==> config.mk <==
export PLATFORM = sky130hd
export DESIGN_NAME = serial_port_four_mode
export DESIGN_NICKNAME = d
export VERILOG_FILES = /design/src/verilog/serial_port_pkg.sv /design/src/verilog/serial_sync2.sv /design/src/verilog/serial_baud_tick.sv /design/src/verilog/serial_port_four_mode.sv
export VERILOG_INCLUDE_DIRS = /design/src /design/src/verilog
export SDC_FILE = /design/constraint.sdc
export NUM_CORES = 1
export LEC_CHECK = 0
export BUFFER_PORTS_ARGS = -buffer_cell sky130_fd_sc_hd__clkbuf_2
export CAP_MARGIN = 10
export CORE_UTILIZATION = 47
export CTS_CLUSTER_SIZE = 8
export DETAILED_ROUTE_END_ITERATION = 8
export GPL_ROUTABILITY_DRIVEN = 0
export PLACE_DENSITY = 0.67
export SYNTH_ARGS = -nofsm -noshare
export SYNTH_HDL_FRONTEND = slang
export SYNTH_HIERARCHICAL = 1
export SYNTH_SLANG_ARGS = --single-unit
==> constraint.sdc <==
create_clock -name clk_sys_i -period 2.9 [get_ports clk_sys_i]
set_input_delay 0.435 -clock clk_sys_i [delete_from_list [all_inputs] [get_ports clk_sys_i]]
set_output_delay 0.435 -clock clk_sys_i [all_outputs]
set_load 0.02 [all_outputs]
==> src/verilog/serial_port_regs.svh <==
// Register map, field positions and counts of the four-mode serial port
`ifndef SERIAL_PORT_REGS_SVH
`define SERIAL_PORT_REGS_SVH
`define SP_IDX_CTRL     8'h98
`define SP_IDX_BUF      8'h99
`define SP_IDX_IRQ_ST   8'hb0
`define SP_IDX_IRQ_CLR  8'hb1
`define SP_IDX_IRQ_EN   8'hb2
`define SP_IDX_BAUD     8'hb3
`define SP_B_MODE_HI    7
`define SP_B_MODE_LO    6
`define SP_B_FILTER     5
`define SP_B_RX_EN      4
`define SP_B_TX9        3
`define SP_B_RX9        2
`define SP_B_TX_DONE    1
`define SP_B_RX_DONE    0
`define SP_B_SLOW       16
`define SP_IRQ_RX       0
`define SP_IRQ_TX       1
`define SP_MODE_SHIFT   2'b00
`define SP_MODE_FIXED   2'b10
`define SP_DIV_RST      16'h0040
`define SP_M2_FAST      16'h0001
`define SP_M2_SLOW      16'h0003
`define SP_OVS_MID      4'h7
`define SP_OVS_LAST     4'hf
`define SP_TX_BITS8     4'h9
`define SP_TX_BITS9     4'ha
`define SP_RX_BITS8     4'h8
`define SP_RX_BITS9     4'h9
`define SP_M0_TXBITS    4'h8
`define SP_M0_RXBITS    4'h9
`define SP_TX_NINE      9
`endif

==> src/verilog/serial_port_pkg.sv <==
// Types shared by the serial port design files
package serial_port_pkg;
  typedef enum logic [2:0] {
    TX_IDLE  = 3'b001,
    TX_SHIFT = 3'b010,
    TX_STOP  = 3'b100
  } tx_state_t;
  typedef enum logic [3:0] {
    RX_IDLE  = 4'b0001,
    RX_START = 4'b0010,
    RX_DATA  = 4'b0100,
    RX_STOP  = 4'b1000
  } rx_state_t;
endpackage : serial_port_pkg

==> src/verilog/serial_sync2.sv <==
// Two-stage synchroniser for one asynchronous level
`timescale 1ns/1ps
module serial_sync2 #(
  parameter logic RST_VAL = 1'b1
) (
  input  wire logic clk_sys_i,
  input  wire logic rst_n_i,
  input  wire logic async_i,
  output logic      sync_o
);
  logic meta_ff;
  // First stage feeds only the second stage
  always_ff @(posedge clk_sys_i) begin
    if (!rst_n_i) begin
      meta_ff <= RST_VAL;
      sync_o  <= RST_VAL;
    end else begin
      meta_ff <= async_i;
      sync_o  <= meta_ff;
    end
  end
endmodule : serial_sync2

==> src/verilog/serial_baud_tick.sv <==
// Reloadable down-counter giving one oversampling tick per period
`timescale 1ns/1ps
module serial_baud_tick #(
  parameter int DIV_W = 16
) (
  input  wire logic             clk_sys_i,
  input  wire logic             rst_n_i,
  input  wire logic [DIV_W-1:0] reload_i,
  output logic                  tick_o
);
  logic [DIV_W-1:0] cnt_ff;
  if (DIV_W < 2) begin : g_chk
    $error("DIV_W must be at least 2");
  end
  assign tick_o = (cnt_ff == '0);
  // New reload value takes effect at the next tick, so no period is cut short
  always_ff @(posedge clk_sys_i) begin
    if (!rst_n_i) begin
      cnt_ff <= '0;
    end else if (tick_o) begin
      cnt_ff <= reload_i;
    end else begin
      cnt_ff <= cnt_ff - 1'b1;
    end
  end
endmodule : serial_baud_tick

==> src/verilog/serial_port_four_mode.sv <==
// Four-mode serial port with Avalon-MM register slave and interrupt
//
// Register access over Avalon-MM is this design's own decision.
`timescale 1ns/1ps
`include "serial_port_regs.svh"
module serial_port_four_mode #(
  parameter logic [15:0] DIV_RST = `SP_DIV_RST
) (
  input  wire logic        clk_sys_i,
  input  wire logic        rst_n_i,
  input  wire logic [9:0]  address_i,
  input  wire logic        read_i,
  input  wire logic        write_i,
  input  wire logic [31:0] writedata_i,
  input  wire logic [3:0]  byteenable_i,
  output logic      [31:0] readdata_o,
  output logic             waitrequest_o,
  output logic             irq_o,
  output logic             txd_o,
  input  wire logic        rxd_i,
  output logic             rxd_o,
  output logic             rxd_oe_n_o
);
  import serial_port_pkg::*;

  logic        ack_ff;
  logic [1:0]  mode_ff;
  logic        filter_ff, rx_en_ff, tx9_ff, rx9_ff, tx_done_ff, rx_done_ff;
  logic [7:0]  rx_buf_ff;
  logic [15:0] div_ff;
  logic        slow_ff;
  logic [1:0]  irq_st_ff, irq_en_ff;
  logic        rxd_s, baud_tick, txd_ff;
  logic [15:0] reload;
  tx_state_t   tx_st_ff;
  rx_state_t   rx_st_ff;
  logic [10:0] tx_sh_ff;
  logic [3:0]  tx_cnt_ff, tx_os_ff, rx_cnt_ff, rx_os_ff, m0_cnt_ff;
  logic [8:0]  rx_sh_ff;
  logic        m0_busy_ff, m0_rx_ff, m0_ph_ff;
  logic [7:0]  m0_sh_ff;
  logic [31:0] nxt_rdata;

  wire       req     = read_i | write_i;
  wire [7:0] idx     = address_i[9:2];
  wire       wr_b0   = write_i & ack_ff & byteenable_i[0];
  wire       wr_ctl  = wr_b0 & (idx == `SP_IDX_CTRL);
  wire       wr_buf  = wr_b0 & (idx == `SP_IDX_BUF);
  wire       wr_clr  = wr_b0 & (idx == `SP_IDX_IRQ_CLR);
  wire       wr_en   = wr_b0 & (idx == `SP_IDX_IRQ_EN);
  wire       wr_baud = write_i & ack_ff & (idx == `SP_IDX_BAUD);
  wire       async   = (mode_ff != `SP_MODE_SHIFT);
  wire       nine    = mode_ff[`SP_B_MODE_HI - `SP_B_MODE_LO];
  wire       idle    = (tx_st_ff == TX_IDLE) & ~m0_busy_ff;
  wire       tx_go   = wr_buf & idle;
  wire       os_last = baud_tick & (tx_os_ff == `SP_OVS_LAST);
  wire       rx_mid  = baud_tick & (rx_os_ff == `SP_OVS_MID);
  wire       rx_end  = baud_tick & (rx_os_ff == `SP_OVS_LAST);
  wire       tx_set_a = (tx_st_ff == TX_SHIFT) & os_last & (tx_cnt_ff == 4'h1);
  wire       m0_end  = m0_busy_ff & m0_ph_ff & (m0_cnt_ff == 4'h1);
  wire [7:0] m0_data = {rxd_s, m0_sh_ff[7:1]};
  wire       rx_smp  = (rx_st_ff == RX_STOP) & rx_mid;
  // Ninth data bit in 9-bit modes, stop bit in the 8-bit mode
  wire       bit9    = nine ? rx_sh_ff[8] : rxd_s;
  // Filtering drops frames whose ninth or stop bit is zero; a full buffer is kept
  wire       rx_take = rx_smp & ~rx_done_ff & (~filter_ff | bit9);
  wire [7:0] rx_data = nine ? rx_sh_ff[7:0] : rx_sh_ff[8:1];
  wire       tx_set  = tx_set_a | (m0_end & ~m0_rx_ff);
  wire       rx_set  = rx_take | (m0_end & m0_rx_ff);

  // Pin synchroniser and bit-rate tick
  serial_sync2 #(.RST_VAL(1'b1)) u_sync (
    .clk_sys_i (clk_sys_i),
    .rst_n_i   (rst_n_i),
    .async_i   (rxd_i),
    .sync_o    (rxd_s)
  );
  // Fixed mode ticks every 2 or 4 clocks, giving 32 or 64 clocks per bit
  assign reload = (mode_ff == `SP_MODE_FIXED) ? (slow_ff ? `SP_M2_SLOW : `SP_M2_FAST)
                                              : div_ff;
  serial_baud_tick #(.DIV_W(16)) u_baud (
    .clk_sys_i (clk_sys_i),
    .rst_n_i   (rst_n_i),
    .reload_i  (reload),
    .tick_o    (baud_tick)
  );

  // One wait state so read data can come from a flop
  assign waitrequest_o = req & ~ack_ff;
  always_ff @(posedge clk_sys_i) begin
    if (!rst_n_i) begin
      ack_ff <= 1'b0;
    end else begin
      ack_ff <= req & ~ack_ff;
    end
  end

  // Read mux; the buffer returns received data only
  always_comb begin
    nxt_rdata = 32'h0000_0000;
    case (idx)
      `SP_IDX_CTRL:   nxt_rdata[7:0] = {mode_ff, filter_ff, rx_en_ff, tx9_ff, rx9_ff,
                                        tx_done_ff, rx_done_ff};
      `SP_IDX_BUF:    nxt_rdata[7:0] = rx_buf_ff;
      `SP_IDX_IRQ_ST: nxt_rdata[1:0] = irq_st_ff;
      `SP_IDX_IRQ_EN: nxt_rdata[1:0] = irq_en_ff;
      `SP_IDX_BAUD:   nxt_rdata[16:0] = {slow_ff, div_ff};
      default:        nxt_rdata = 32'h0000_0000;
    endcase
  end
  always_ff @(posedge clk_sys_i) begin
    if (!rst_n_i) begin
      readdata_o <= 32'h0000_0000;
    end else if (read_i & ~ack_ff) begin
      readdata_o <= nxt_rdata;
    end
  end

  // Control bits; receive enable resets to 0
  always_ff @(posedge clk_sys_i) begin
    if (!rst_n_i) begin
      mode_ff   <= 2'h0;
      filter_ff <= 1'b0;
      rx_en_ff  <= 1'b0;
      tx9_ff    <= 1'b0;
    end else if (wr_ctl) begin
      mode_ff   <= writedata_i[`SP_B_MODE_HI:`SP_B_MODE_LO];
      filter_ff <= writedata_i[`SP_B_FILTER];
      rx_en_ff  <= writedata_i[`SP_B_RX_EN];
      tx9_ff    <= writedata_i[`SP_B_TX9];
    end
  end

  // Flags: set by hardware or by a software write of 1; a hardware set in the clearing cycle wins
  always_ff @(posedge clk_sys_i) begin
    if (!rst_n_i) begin
      tx_done_ff <= 1'b0;
      rx_done_ff <= 1'b0;
    end else if (wr_ctl) begin
      tx_done_ff <= writedata_i[`SP_B_TX_DONE] | tx_set;
      rx_done_ff <= writedata_i[`SP_B_RX_DONE] | rx_set;
    end else begin
      tx_done_ff <= tx_done_ff | tx_set;
      rx_done_ff <= rx_done_ff | rx_set;
    end
  end

  // Received byte and ninth bit; hardware load beats a software write
  always_ff @(posedge clk_sys_i) begin
    if (!rst_n_i) begin
      rx_buf_ff <= 8'h00;
      rx9_ff    <= 1'b0;
    end else if (rx_take) begin
      rx_buf_ff <= rx_data;
      rx9_ff    <= bit9;
    end else if (m0_end & m0_rx_ff) begin
      rx_buf_ff <= m0_data;
    end else if (wr_ctl) begin
      rx9_ff    <= writedata_i[`SP_B_RX9];
    end
  end

  // Baud divisor and fixed-mode rate select
  always_ff @(posedge clk_sys_i) begin
    if (!rst_n_i) begin
      div_ff  <= DIV_RST;
      slow_ff <= 1'b0;
    end else if (wr_baud) begin
      if (byteenable_i[0]) div_ff[7:0]  <= writedata_i[7:0];
      if (byteenable_i[1]) div_ff[15:8] <= writedata_i[15:8];
      if (byteenable_i[2]) slow_ff      <= writedata_i[`SP_B_SLOW];
    end
  end

  // Sticky interrupt status, write-one-to-clear, set wins
  always_ff @(posedge clk_sys_i) begin
    if (!rst_n_i) begin
      irq_st_ff <= 2'h0;
      irq_en_ff <= 2'h0;
    end else begin
      irq_st_ff <= (irq_st_ff & ~(wr_clr ? writedata_i[1:0] : 2'h0)) | {tx_set, rx_set};
      if (wr_en) irq_en_ff <= writedata_i[1:0];
    end
  end
  assign irq_o = |(irq_st_ff & irq_en_ff);

  // Async transmitter: start, 8 data, optional ninth, stop; 16 ticks per bit
  always_ff @(posedge clk_sys_i) begin
    if (!rst_n_i) begin
      tx_st_ff  <= TX_IDLE;
      tx_sh_ff  <= 11'h7ff;
      tx_cnt_ff <= 4'h0;
      tx_os_ff  <= 4'h0;
    end else begin
      case (tx_st_ff)
        TX_IDLE: begin
          tx_os_ff <= 4'h0;
          if (tx_go & async) begin
            tx_st_ff  <= TX_SHIFT;
            tx_sh_ff  <= {1'b1, nine ? tx9_ff : 1'b1, writedata_i[7:0], 1'b0};
            tx_cnt_ff <= nine ? `SP_TX_BITS9 : `SP_TX_BITS8;
          end
        end
        TX_SHIFT: begin
          if (baud_tick) tx_os_ff <= tx_os_ff + 4'h1;
          if (os_last) begin
            tx_sh_ff  <= {1'b1, tx_sh_ff[10:1]};
            tx_cnt_ff <= tx_cnt_ff - 4'h1;
            if (tx_cnt_ff == 4'h1) tx_st_ff <= TX_STOP;
          end
        end
        TX_STOP: begin
          if (baud_tick) tx_os_ff <= tx_os_ff + 4'h1;
          if (os_last) tx_st_ff <= TX_IDLE;
        end
        default: tx_st_ff <= TX_IDLE;
      endcase
    end
  end

  // Async receiver; false starts are dropped at mid start bit
  always_ff @(posedge clk_sys_i) begin
    if (!rst_n_i) begin
      rx_st_ff  <= RX_IDLE;
      rx_sh_ff  <= 9'h000;
      rx_cnt_ff <= 4'h0;
      rx_os_ff  <= 4'h0;
    end else if (!rx_en_ff || !async) begin
      rx_st_ff <= RX_IDLE;
      rx_os_ff <= 4'h0;
    end else begin
      if (rx_st_ff != RX_IDLE && baud_tick) rx_os_ff <= rx_os_ff + 4'h1;
      case (rx_st_ff)
        RX_IDLE: begin
          rx_os_ff <= 4'h0;
          if (baud_tick & ~rxd_s) rx_st_ff <= RX_START;
        end
        RX_START: begin
          if (rx_mid & rxd_s) rx_st_ff <= RX_IDLE;
          if (rx_end) begin
            rx_st_ff  <= RX_DATA;
            rx_cnt_ff <= nine ? `SP_RX_BITS9 : `SP_RX_BITS8;
          end
        end
        RX_DATA: begin
          if (rx_mid) rx_sh_ff <= {rxd_s, rx_sh_ff[8:1]};
          if (rx_end) begin
            rx_cnt_ff <= rx_cnt_ff - 4'h1;
            if (rx_cnt_ff == 4'h1) rx_st_ff <= RX_STOP;
          end
        end
        RX_STOP: begin
          if (rx_mid) rx_st_ff <= RX_IDLE;
        end
        default: rx_st_ff <= RX_IDLE;
      endcase
    end
  end

  // Shift register mode: bit = 2 clocks; receive discards the first sample since
  // the synchronised line lags by one bit, so a ninth period runs with clock high
  always_ff @(posedge clk_sys_i) begin
    if (!rst_n_i) begin
      m0_busy_ff <= 1'b0;
      m0_rx_ff   <= 1'b0;
      m0_ph_ff   <= 1'b0;
      m0_cnt_ff  <= 4'h0;
      m0_sh_ff   <= 8'hff;
    end else if (m0_busy_ff) begin
      m0_ph_ff <= ~m0_ph_ff;
      if (m0_ph_ff) begin
        m0_cnt_ff <= m0_cnt_ff - 4'h1;
        if (m0_rx_ff) begin
          if (m0_cnt_ff != `SP_M0_RXBITS) m0_sh_ff <= m0_data;
        end else begin
          m0_sh_ff <= {1'b1, m0_sh_ff[7:1]};
        end
        if (m0_cnt_ff == 4'h1) m0_busy_ff <= 1'b0;
      end
    end else if (tx_go & ~async) begin
      m0_busy_ff <= 1'b1;
      m0_rx_ff   <= 1'b0;
      m0_ph_ff   <= 1'b0;
      m0_cnt_ff  <= `SP_M0_TXBITS;
      m0_sh_ff   <= writedata_i[7:0];
    end else if (~async & rx_en_ff & ~rx_done_ff & ~wr_buf) begin
      m0_busy_ff <= 1'b1;
      m0_rx_ff   <= 1'b1;
      m0_ph_ff   <= 1'b0;
      m0_cnt_ff  <= `SP_M0_RXBITS;
    end
  end

  // Line outputs; in shift mode the transmit pin carries the shift clock
  always_ff @(posedge clk_sys_i) begin
    if (!rst_n_i) begin
      txd_ff <= 1'b1;
    end else if (~async) begin
      txd_ff <= ~m0_busy_ff | m0_ph_ff | (m0_rx_ff & (m0_cnt_ff == 4'h1));
    end else begin
      txd_ff <= (tx_st_ff == TX_SHIFT) ? tx_sh_ff[0] : 1'b1;
    end
  end
  assign txd_o      = txd_ff;
  assign rxd_o      = m0_sh_ff[0];
  assign rxd_oe_n_o = ~(m0_busy_ff & ~m0_rx_ff);
endmodule : serial_port_four_mode

Yosys cells after proc, flatten, opt, wreduce, memory -nomap -nowiden
Index checks and enable logic that the tools add are counted.
- register bits after elaboration: 132
- bits of input ports: 51
- add/sub/neg operators: 6
- mux-type cells: 63
- bitwise operators: 58
- reductions and logical operators: 31
- eq/ne operators: 36
- operators by type and width (cell ; count):
    $mux 8 ; 8
    $mux 4 ; 15
    $eq 8x8->1 const B ; 6
    $and 1x1->1 ; 32
    $mux 16 ; 2
    $pmux 4 s2 ; 3
    $mux 11 ; 2
    $pmux 11 s2 ; 1
    $mux 1 ; 20
    $ne 2x2->1 const B ; 9
    $pmux 6 s3 ; 1
    $eq 4x1->1 const B ; 4
    $logic_not 16->1 ; 1
    $pmux 4 s4 ; 1
    $reduce_bool 2->1 ; 8
    $sub 16x1->16 const B ; 1
    $reduce_and 2->1 ; 7
    $eq 4x4->1 const B ; 3
    $mux 3 ; 4
    $not 1->1 ; 12
    $sub 4x1->4 const B ; 3
    $or 1x1->1 ; 10
    $pmux 2 s5 ; 1
    $mux 9 ; 1
    other kinds (26) ; 39

Depth between registers and ports, before layout
Gate-level depths: netlist (run 1).
- word-level depth: 8
- depth in mapped cells: 11
- mapped depth without buffers: 9

Modules after synthesis
The synthesis (run 1) kept the hierarchy.
- modules (own cells, without submodules) (module ; instances ; sequential area each (um2) ; cells an instance ; area an instance (um2)):
    serial_port_four_mode ; 1 ; 2262.2 ; 625 ; 5550.3
    serial_baud_tick ; 1 ; 320.3 ; 108 ; 895.9
    serial_sync2 ; 1 ; 40.0 ; 4 ; 52.6

Least setup slack after synthesis (run 1)
OpenSTA, ideal clock, no wires.
- path type: register to register
- from: register u_baud.cnt_ff[0]
- to: register rx_cnt_ff[3]
- data required time: 2809 ps
- arrival time: 2310 ps
- cell stages (with the launch flop): 11
- setup time: 91 ps
- slack: 499 ps
- period minus slack after synthesis: 2401 ps
- path buffers: 1
- cells stage by stage: dfxtp_1 > inv_1 > ha_1 > nor4b_1 > and4_1 > clkbuf_1 > and4_1 > o2111ai_1 > nor2_1 > nor2_1 > a311oi_1
- cells in the longest elaborated chain, start to end: 4
- elaborated cells between the ends (all ways): 5
- those cells by class: eq/ne: 2; bitwise: 1; reduce/logical: 2
- RTL lines (element ; RTL line ; text):
    from (decl) ; serial_baud_tick.sv:11 ; logic [DIV_W-1:0] cnt_ff;
    from (signal assigned) ; serial_baud_tick.sv:21 ; cnt_ff <= reload_i;
    from (signal assigned) ; serial_baud_tick.sv:23 ; cnt_ff <= cnt_ff - 1'b1;
    $logic_not 16->1 (*) ; serial_baud_tick.sv:15 ; assign tick_o = (cnt_ff == '0);
    net baud_tick ; serial_port_four_mode.sv:33 ; logic rxd_s, baud_tick, txd_ff;
    $and 1x1->1 (*) ; serial_port_four_mode.sv:58 ; wire rx_end = baud_tick & (rx_os_ff == `SP_OVS_LAST);
    $ne 2x2->1 (no line) ; - ;
    $reduce_and 4->1 (no line) (*) ; - ;
    to (signal assigned) ; serial_port_four_mode.sv:242 ; rx_cnt_ff <= nine ? `SP_RX_BITS9 : `SP_RX_BITS8;
    to (signal assigned) ; serial_port_four_mode.sv:248 ; rx_cnt_ff <= rx_cnt_ff - 4'h1;
    to (decl) ; serial_port_four_mode.sv:38 ; logic [3:0] tx_cnt_ff, tx_os_ff, rx_cnt_ff, rx_os_ff, m0_cnt_ff;
Mark *: on every way through the listed nets, which the timed path passes. The rest lies on a longest branch.
A chain may end at the register's enable or synchronous reset.

Worst setup path in the final report (run 1)
- from: register u_baud.cnt_ff[0]
- to: register tx_cnt_ff[0]
- cells in the longest elaborated chain, start to end: 4
- RTL lines (element ; RTL line ; text):
    $logic_not 16->1 ; serial_baud_tick.sv:15 ;
    net baud_tick ; serial_port_four_mode.sv:33 ;
    $and 1x1->1 ; serial_port_four_mode.sv:56 ; wire os_last = baud_tick & (tx_os_ff == `SP_OVS_LAST);
    $ne 2x2->1 (no line) ; - ;
    $reduce_and 3->1 (no line) ; - ;
    to (signal assigned) ; serial_port_four_mode.sv:201 ; tx_cnt_ff <= nine ? `SP_TX_BITS9 : `SP_TX_BITS8;
    to (signal assigned) ; serial_port_four_mode.sv:208 ; tx_cnt_ff <= tx_cnt_ff - 4'h1;
    to (decl) ; serial_port_four_mode.sv:38 ;
The timed path passes the listed nets, and every way through them passes these cells.

==> results.cfg, run 1 <==
[run_status]
status = completed

[cells_and_area]
nets = 854
layoutNonFillerInstCount = 982
ff_latch_area_sq_mm = 0.00262
antennaDiodeCount = 0
fin_util_pct = 57.2
multi_input_area_sq_mm = 0.00357
layout-drive-gt1-share_pct = 16.9
design_area_sq_mm = 0.00763
syn_to_final_growth_pct = 17.5
nFillCells = 1184

[routing]
drtAntennaViolNets = 0
drtPass1Iterations = 7
vias_per_cell = 5.84
finalWirelength_microns = 16200
drtIter0Drc = 435
vias = 5732
wl_per_cell_microns = 16.5
route.detailed.drc = 0

[floorplanning]
io_pins = 88
die_w_microns = 120
die_y_microns = 120
core_area_sq_mm = 0.0133
initial_core_util_pct = 48.7
rows = 42
dieArea_sq_mm = 0.0143

[sta]
max_freq_mhz = 379
setup_viol = 0
whs_ps = 208
fin_tns_setup_ps = 0
hold_viol = 0
min_period_ps = 2640
final.period_utilization_pct = 91.0
max_slew.worst_pin.slew_ps = 766
fin_worst_skew_ps = 8.88
rsz0062_at_grt = false
relSlewSlack_pct = 48.5
slew_violations = 0

[critical_path]
critPathMaxStageDelay_ps = 440
slowest_stage = or4_1
crit_path_end_kind = flop
reg2regPathDepth = 9
cp_max_fo = 6
crit_arrival_ps = 2980
required_ps = 3250
r2r-start = u_baud/cnt_ff[0]$_SDFF_PN0_
worstSetupStartpointType = flop
worstPathCellList = inv_1 > ha_1 > nor4b_1 > and4_2 > and4_1 > and2_0 > nor2_1 > or4_1 > a31oi_1
setup.worst_path.start = u_baud/cnt_ff[0]$_SDFF_PN0_
path_class = flop to flop
reg2reg_slack_ps = 260
rr_endpoint = tx_cnt_ff[0]$_SDFFE_PN0P_
endpoint = tx_cnt_ff[0]$_SDFFE_PN0P_

[logic_synthesis]
synth_area_leaders = dfxtp_1 40%, mux2i_1 9.9%, nor2_1 4.9%
synth.distinct_cells = 71
netlist_instances = 737
avgSynthCellArea_sq_um = 8.82
synth_seq_area_share_pct = 40.4
yosys_register_bits = 131
synth_top_area_share_pct = 40.4
synthArstFlopShare_pct = 0
synthesis.area_sq_mm = 0.00650
yosys_warnings = 6
ys.flop_type = dfxtp_1
yosys-top-cells-count = 131 x dfxtp_1, 85 x nor2_1, 64 x mux2i_1
synth_most_common_cell = dfxtp_1
yosysTopAreaCell = dfxtp_1
synth-edff-count = 0

[place]
port_buffers = 54
hpwlAfterDp_microns = 11400
placed_cell_area_sq_mm = 0.00694
place_inst = 950

[clock_tree]
cts_max_level = 4
clock_sinks = 131
cts_root_buf = clkbuf_16
cts_made_buffers = 17
cts_tree = built
clk_pin_slew_ps = 60
clk_path_buf_depth = 2
clkLatencyLatePin_ps = 420
cts.hold.buffers_added = 0

[global_route]
grt_pass1_vias = 5392
grt_overflow = 0
grt_usage_pct = 23.7
grt_pass1_wl_microns = 26800
antenna_found_initial = 0
grt_max_degree = 43

[power]
switchingPower_mw = 1.78
power.density_mw_per_mm2 = 782
cellLeakagePower_nw = 2.95
internal-power_mw = 4.19
clockPowerShare_pct = 41.9
p_seq_share_pct = 35.8
ir_drop_v = 0.000411
power_frac_comb_pct = 22.4
switching_share_pct = 29.9

[job]
max_cap_viol_count = 0

[min_path]
hold_class = input pin to flop
==> registers in the layout, indices dropped and copies added (netlist names), 8 cells and up <==
signal,count
m0_sh_ff,8
u_baud/cnt_ff,16
tx_sh_ff,10
rx_sh_ff,9
readdata_o,17
div_ff,16
rx_buf_ff,8
==> routing by layer <==
metal | share of wire [%] | vias up | global-route usage [%]
met5 | 0 | - | 0
met1 | 46 | 2760 | 30.3
li1 | - | 2779 | -
met4 | 2.2 | 0 | 9.84
met3 | 4.7 | 27 | 5.23
met2 | 47 | 166 | 38.4
==> what timing repair did <==
action,4_1_cts,5_1_grt
setup endpoints to repair,0,1
gates resized for setup,0,1
endpoints found under the hold margin,0,0
buffers inserted,0,0
==> kinds of logic (layout without fill, tap and decap cells) <==
family	after synthesis	in the layout	share of synthesized area (%)
and+or+nand+nor	277	277	22.5
AOI/OAI and AO/OA	164	164	17.3
DFF	131	131	40.4
buffers and inverters	74	129	5.64
muxes	67	67	10.4
xor gates and xnor gates	13	13	1.75
adders and majority gates	10	10	1.93
other	1	15	0.0577
==> how the worst min path moves through the flow <==
stage                                    startpoint                         to  slack [ps]  depth (start not counted)
after floorplan           u_sync/meta_ff$_SDFF_PN1_   u_sync/sync_o$_SDFF_PN1_         390                          1
after global placement    u_sync/meta_ff$_SDFF_PN1_   u_sync/sync_o$_SDFF_PN1_         400                          1
after detailed placement  u_sync/meta_ff$_SDFF_PN1_   u_sync/sync_o$_SDFF_PN1_         410                          1
after CTS                                     rxd_i  u_sync/meta_ff$_SDFF_PN1_         200                          2
after global routing                          rxd_i  u_sync/meta_ff$_SDFF_PN1_         210                          2
final                                         rxd_i  u_sync/meta_ff$_SDFF_PN1_         210                          2
==> power groups by stage <==
stage	combinational [mW]	clock (mW)	sequential, mW
floorplan	1.01	0	2.12
global placement	1.27	0	2.15
detailed placement	1.30	0	2.16
CTS	1.33	2.52	2.13
global route	1.48	2.61	2.16
finish	1.34	2.50	2.14
==> layout make-up <==
cell class	instances	area share (%)
inverter	19	0.934
tap	176	2.88
multi-input combinational	546	46.7
timing repair buffer	78	6.06
clock buffer	18	5.62
sequential	131	34.4
clock inverter	14	3.39
==> through the flow <==
stage / worst slack [ps] / total power [mW]
floorplan: 499 / 3.13
global placement: 300 / 3.43
detailed placement: 288 / 3.47
CTS: 247 / 5.98
global route: 46.1 / 6.24
finish: 262 / 5.97
==> placed cells by master, fill, tap and decap left out, drive strengths merged, types with 12 or more instances in the layout <==
master    n
mux2i    64
nor3     18
o21ai    32
a211oi   31
nand3    22
and2     16
clkbuf   72
nand2    49
nor2     85
nor2b    12
dfxtp   131
conb     15
buf      24
a21oi    31
inv      18
==> critical path, delay by kind of cell, from the launching register on <==
family	cells	cell delay, ps
and+or+nand+nor	6	1770
buffers and inverters	1	90
adders and majority gates	1	200
AOI/OAI and AO/OA	1	170
DFF	1	330
Note: power is estimated with default switching activity, not from simulation.
==> run 2, diff against run 1 <==
Settings changed: PLACE_DENSITY 0.67 to default, PLACE_DENSITY_LB_ADDON from default to 0.05.
==> run 2 against run 1 <==
Against the previous run: sequential cell count unchanged; wire length is 1.9% lower; total power shrank 10%; non-clock buffer count unchanged; critical path depth did not move; combinational power barely moved; clock power fell by 24%; sequential share of layout area increased by 0.82 points; largest cell class unchanged.
==> results.cfg, run 2 (same netlist as run 1, synthesis figures left out) <==
[clock_tree]
clk_path_buf_depth = 2
clock_sinks = 131
cts_tree = built
cts_root_buf = clkbuf_16
cts_max_level = 4
clk_pin_slew_ps = 50
cts_post_setup_buffers_inserted = 0
clkLatencyLatePin_ps = 410
cts_made_buffers = 17

[cells_and_area]
antennaDiodeCount = 0
layoutNonFillerInstCount = 980
largest_reg_flops = 17
layout_common_cells = 131 x dfxtp_1, 85 x nor2_1, 64 x mux2i_1, 54 x clkbuf_2, 49 x nand2_1
nets = 854
layout-drive-gt1-share_pct = 16.4
largest_registers = readdata_o x17, div_ff x16, u_baud/cnt_ff x16
syn_to_final_growth_pct = 14.7
top_register = readdata_o
design_area_sq_mm = 0.00745
fin_util_pct = 55.8
final_common_cell = dfxtp_1

[place]
port_buffers = 54
post-place-ws_ps = 195
place_inst = 950
placed_cell_area_sq_mm = 0.00693
hpwlAfterDp_microns = 11500

[routing]
finalWirelength_microns = 15900
drtAntennaViolNets = 0
route.detailed.drc = 0
vias_per_cell = 5.70
drtPass1Iterations = 5
drtIter0Drc = 445
wl_per_cell_microns = 16.3
vias = 5582

[power]
cellLeakagePower_nw = 2.89
power.density_mw_per_mm2 = 718
ir_drop_v = 0.000488
total_power_mw = 5.35

[floorplanning]
initial_core_util_pct = 48.7
dieArea_sq_mm = 0.0143
die_w_microns = 120
core_area_sq_mm = 0.0133
die_y_microns = 120
rows = 42
io_pins = 88

[run_status]
status = completed

[job]
max_cap_viol_count = 0

[sta]
fin_worst_skew_ps = 6.93
min_period_ps = 2660
max_slew.worst_pin.slew_ps = 849
final.period_utilization_pct = 91.6
relSlewSlack_pct = 43.3
timing.final.ws_setup_ps = 243
rsz0062_at_grt = false
slew_violations = 0
max_freq_mhz = 376
setup_viol = 0
whs_ps = 227
fin_tns_setup_ps = 0
hold_viol = 0

[global_route]
grt_pass1_vias = 5249
antenna_found_initial = 0
grt_pass1_wl_microns = 26300
grt_max_degree = 44
grt_overflow = 0
grt_usage_pct = 23.5

[min_path]
hold_depth = 2
hold_class = input pin to flop
holdPathEnd = u_sync/meta_ff$_SDFF_PN1_
hold_path_startpoint = rxd_i

[critical_path]
crit_path_end_kind = flop
path_class = flop to flop
cp_max_fo = 9
crit_arrival_ps = 2990
required_ps = 3240
r2r-start = u_baud/cnt_ff[0]$_SDFF_PN0_
worstSetupStartpointType = flop
reg2regPathDepth = 9
rr_endpoint = tx_cnt_ff[0]$_SDFFE_PN0P_
reg2reg_slack_ps = 240
run 2: cell types whose count changed in the layout (fill, tap and decap cells not counted):
cell        change
clkinv_2        +4
clkbuf_1        +2
clkbuf_8        +4
buf_4           +1
buf_12          -1
bufinv_16       -7
clkinvlp_4      -4
clkinv_4        -1
run 2: worst max path at each step:
| stage | from | endpoint | slack [ps] | cells after the start |
|---|---|---|---|---|
| 2_1_floorplan | u_baud/cnt_ff[0]$_SDFF_PN0_ | rx_cnt_ff[3]$_SDFFE_PN0P_ | 500 | 10 |
| 3_3_place_gp | u_baud/cnt_ff[0]$_SDFF_PN0_ | tx_cnt_ff[0]$_SDFFE_PN0P_ | 220 | 9 |
| 3_5_place_dp | u_baud/cnt_ff[0]$_SDFF_PN0_ | tx_cnt_ff[0]$_SDFFE_PN0P_ | 190 | 9 |
| 4_1_cts | u_baud/cnt_ff[0]$_SDFF_PN0_ | tx_cnt_ff[0]$_SDFFE_PN0P_ | 190 | 9 |
| 5_1_grt | u_baud/cnt_ff[0]$_SDFF_PN0_ | tx_cnt_ff[0]$_SDFFE_PN0P_ | 8 | 9 |
| 6_report | u_baud/cnt_ff[0]$_SDFF_PN0_ | tx_cnt_ff[0]$_SDFFE_PN0P_ | 240 | 9 |
run 2: timing repair:
action,4_1_cts,5_1_grt
gates resized for setup,0,1
setup endpoints to repair,0,11
hold buffers,0,0
run 2: critical path, cell delays in order, from the launching register on:
cell,delay (ps)
dfxtp_1,330
inv_1,80
ha_1,200
nor4b_1,370
and4_2,470
and4_1,250
and2_0,160
nor2_1,100
or4_1,450
a31oi_1,160
run 2: report_power, final:
part | total, mW | switching [mW] | internal, mW
clock network | 1.90 | 0.739 | 1.16
logic | 1.32 | 0.798 | 0.524
registers | 2.13 | 0.165 | 1.96
total | 5.35 | 1.70 | 3.65
run 2: area by class of cell:
| class | count | area [sq um] |
|---|---|---|
| inverter | 19 | 71.3 |
| fill | 1279 | 5890 |
| timing repair buffer | 78 | 450 |
| sequential | 131 | 2620 |
| tap | 176 | 220 |
| clock inverter | 6 | 30.0 |
| clock buffer | 24 | 492 |
| multi-input combinational | 546 | 3570 |
run 2: metal layers:
metal	share of wire [%]	vias to the layer above	global-route usage [%]
met5	0	-	0
met4	1.7	0	10.5
met3	5.0	22	4.56
met2	45	148	35.8
met1	48	2646	32.0
li1	-	2766	-
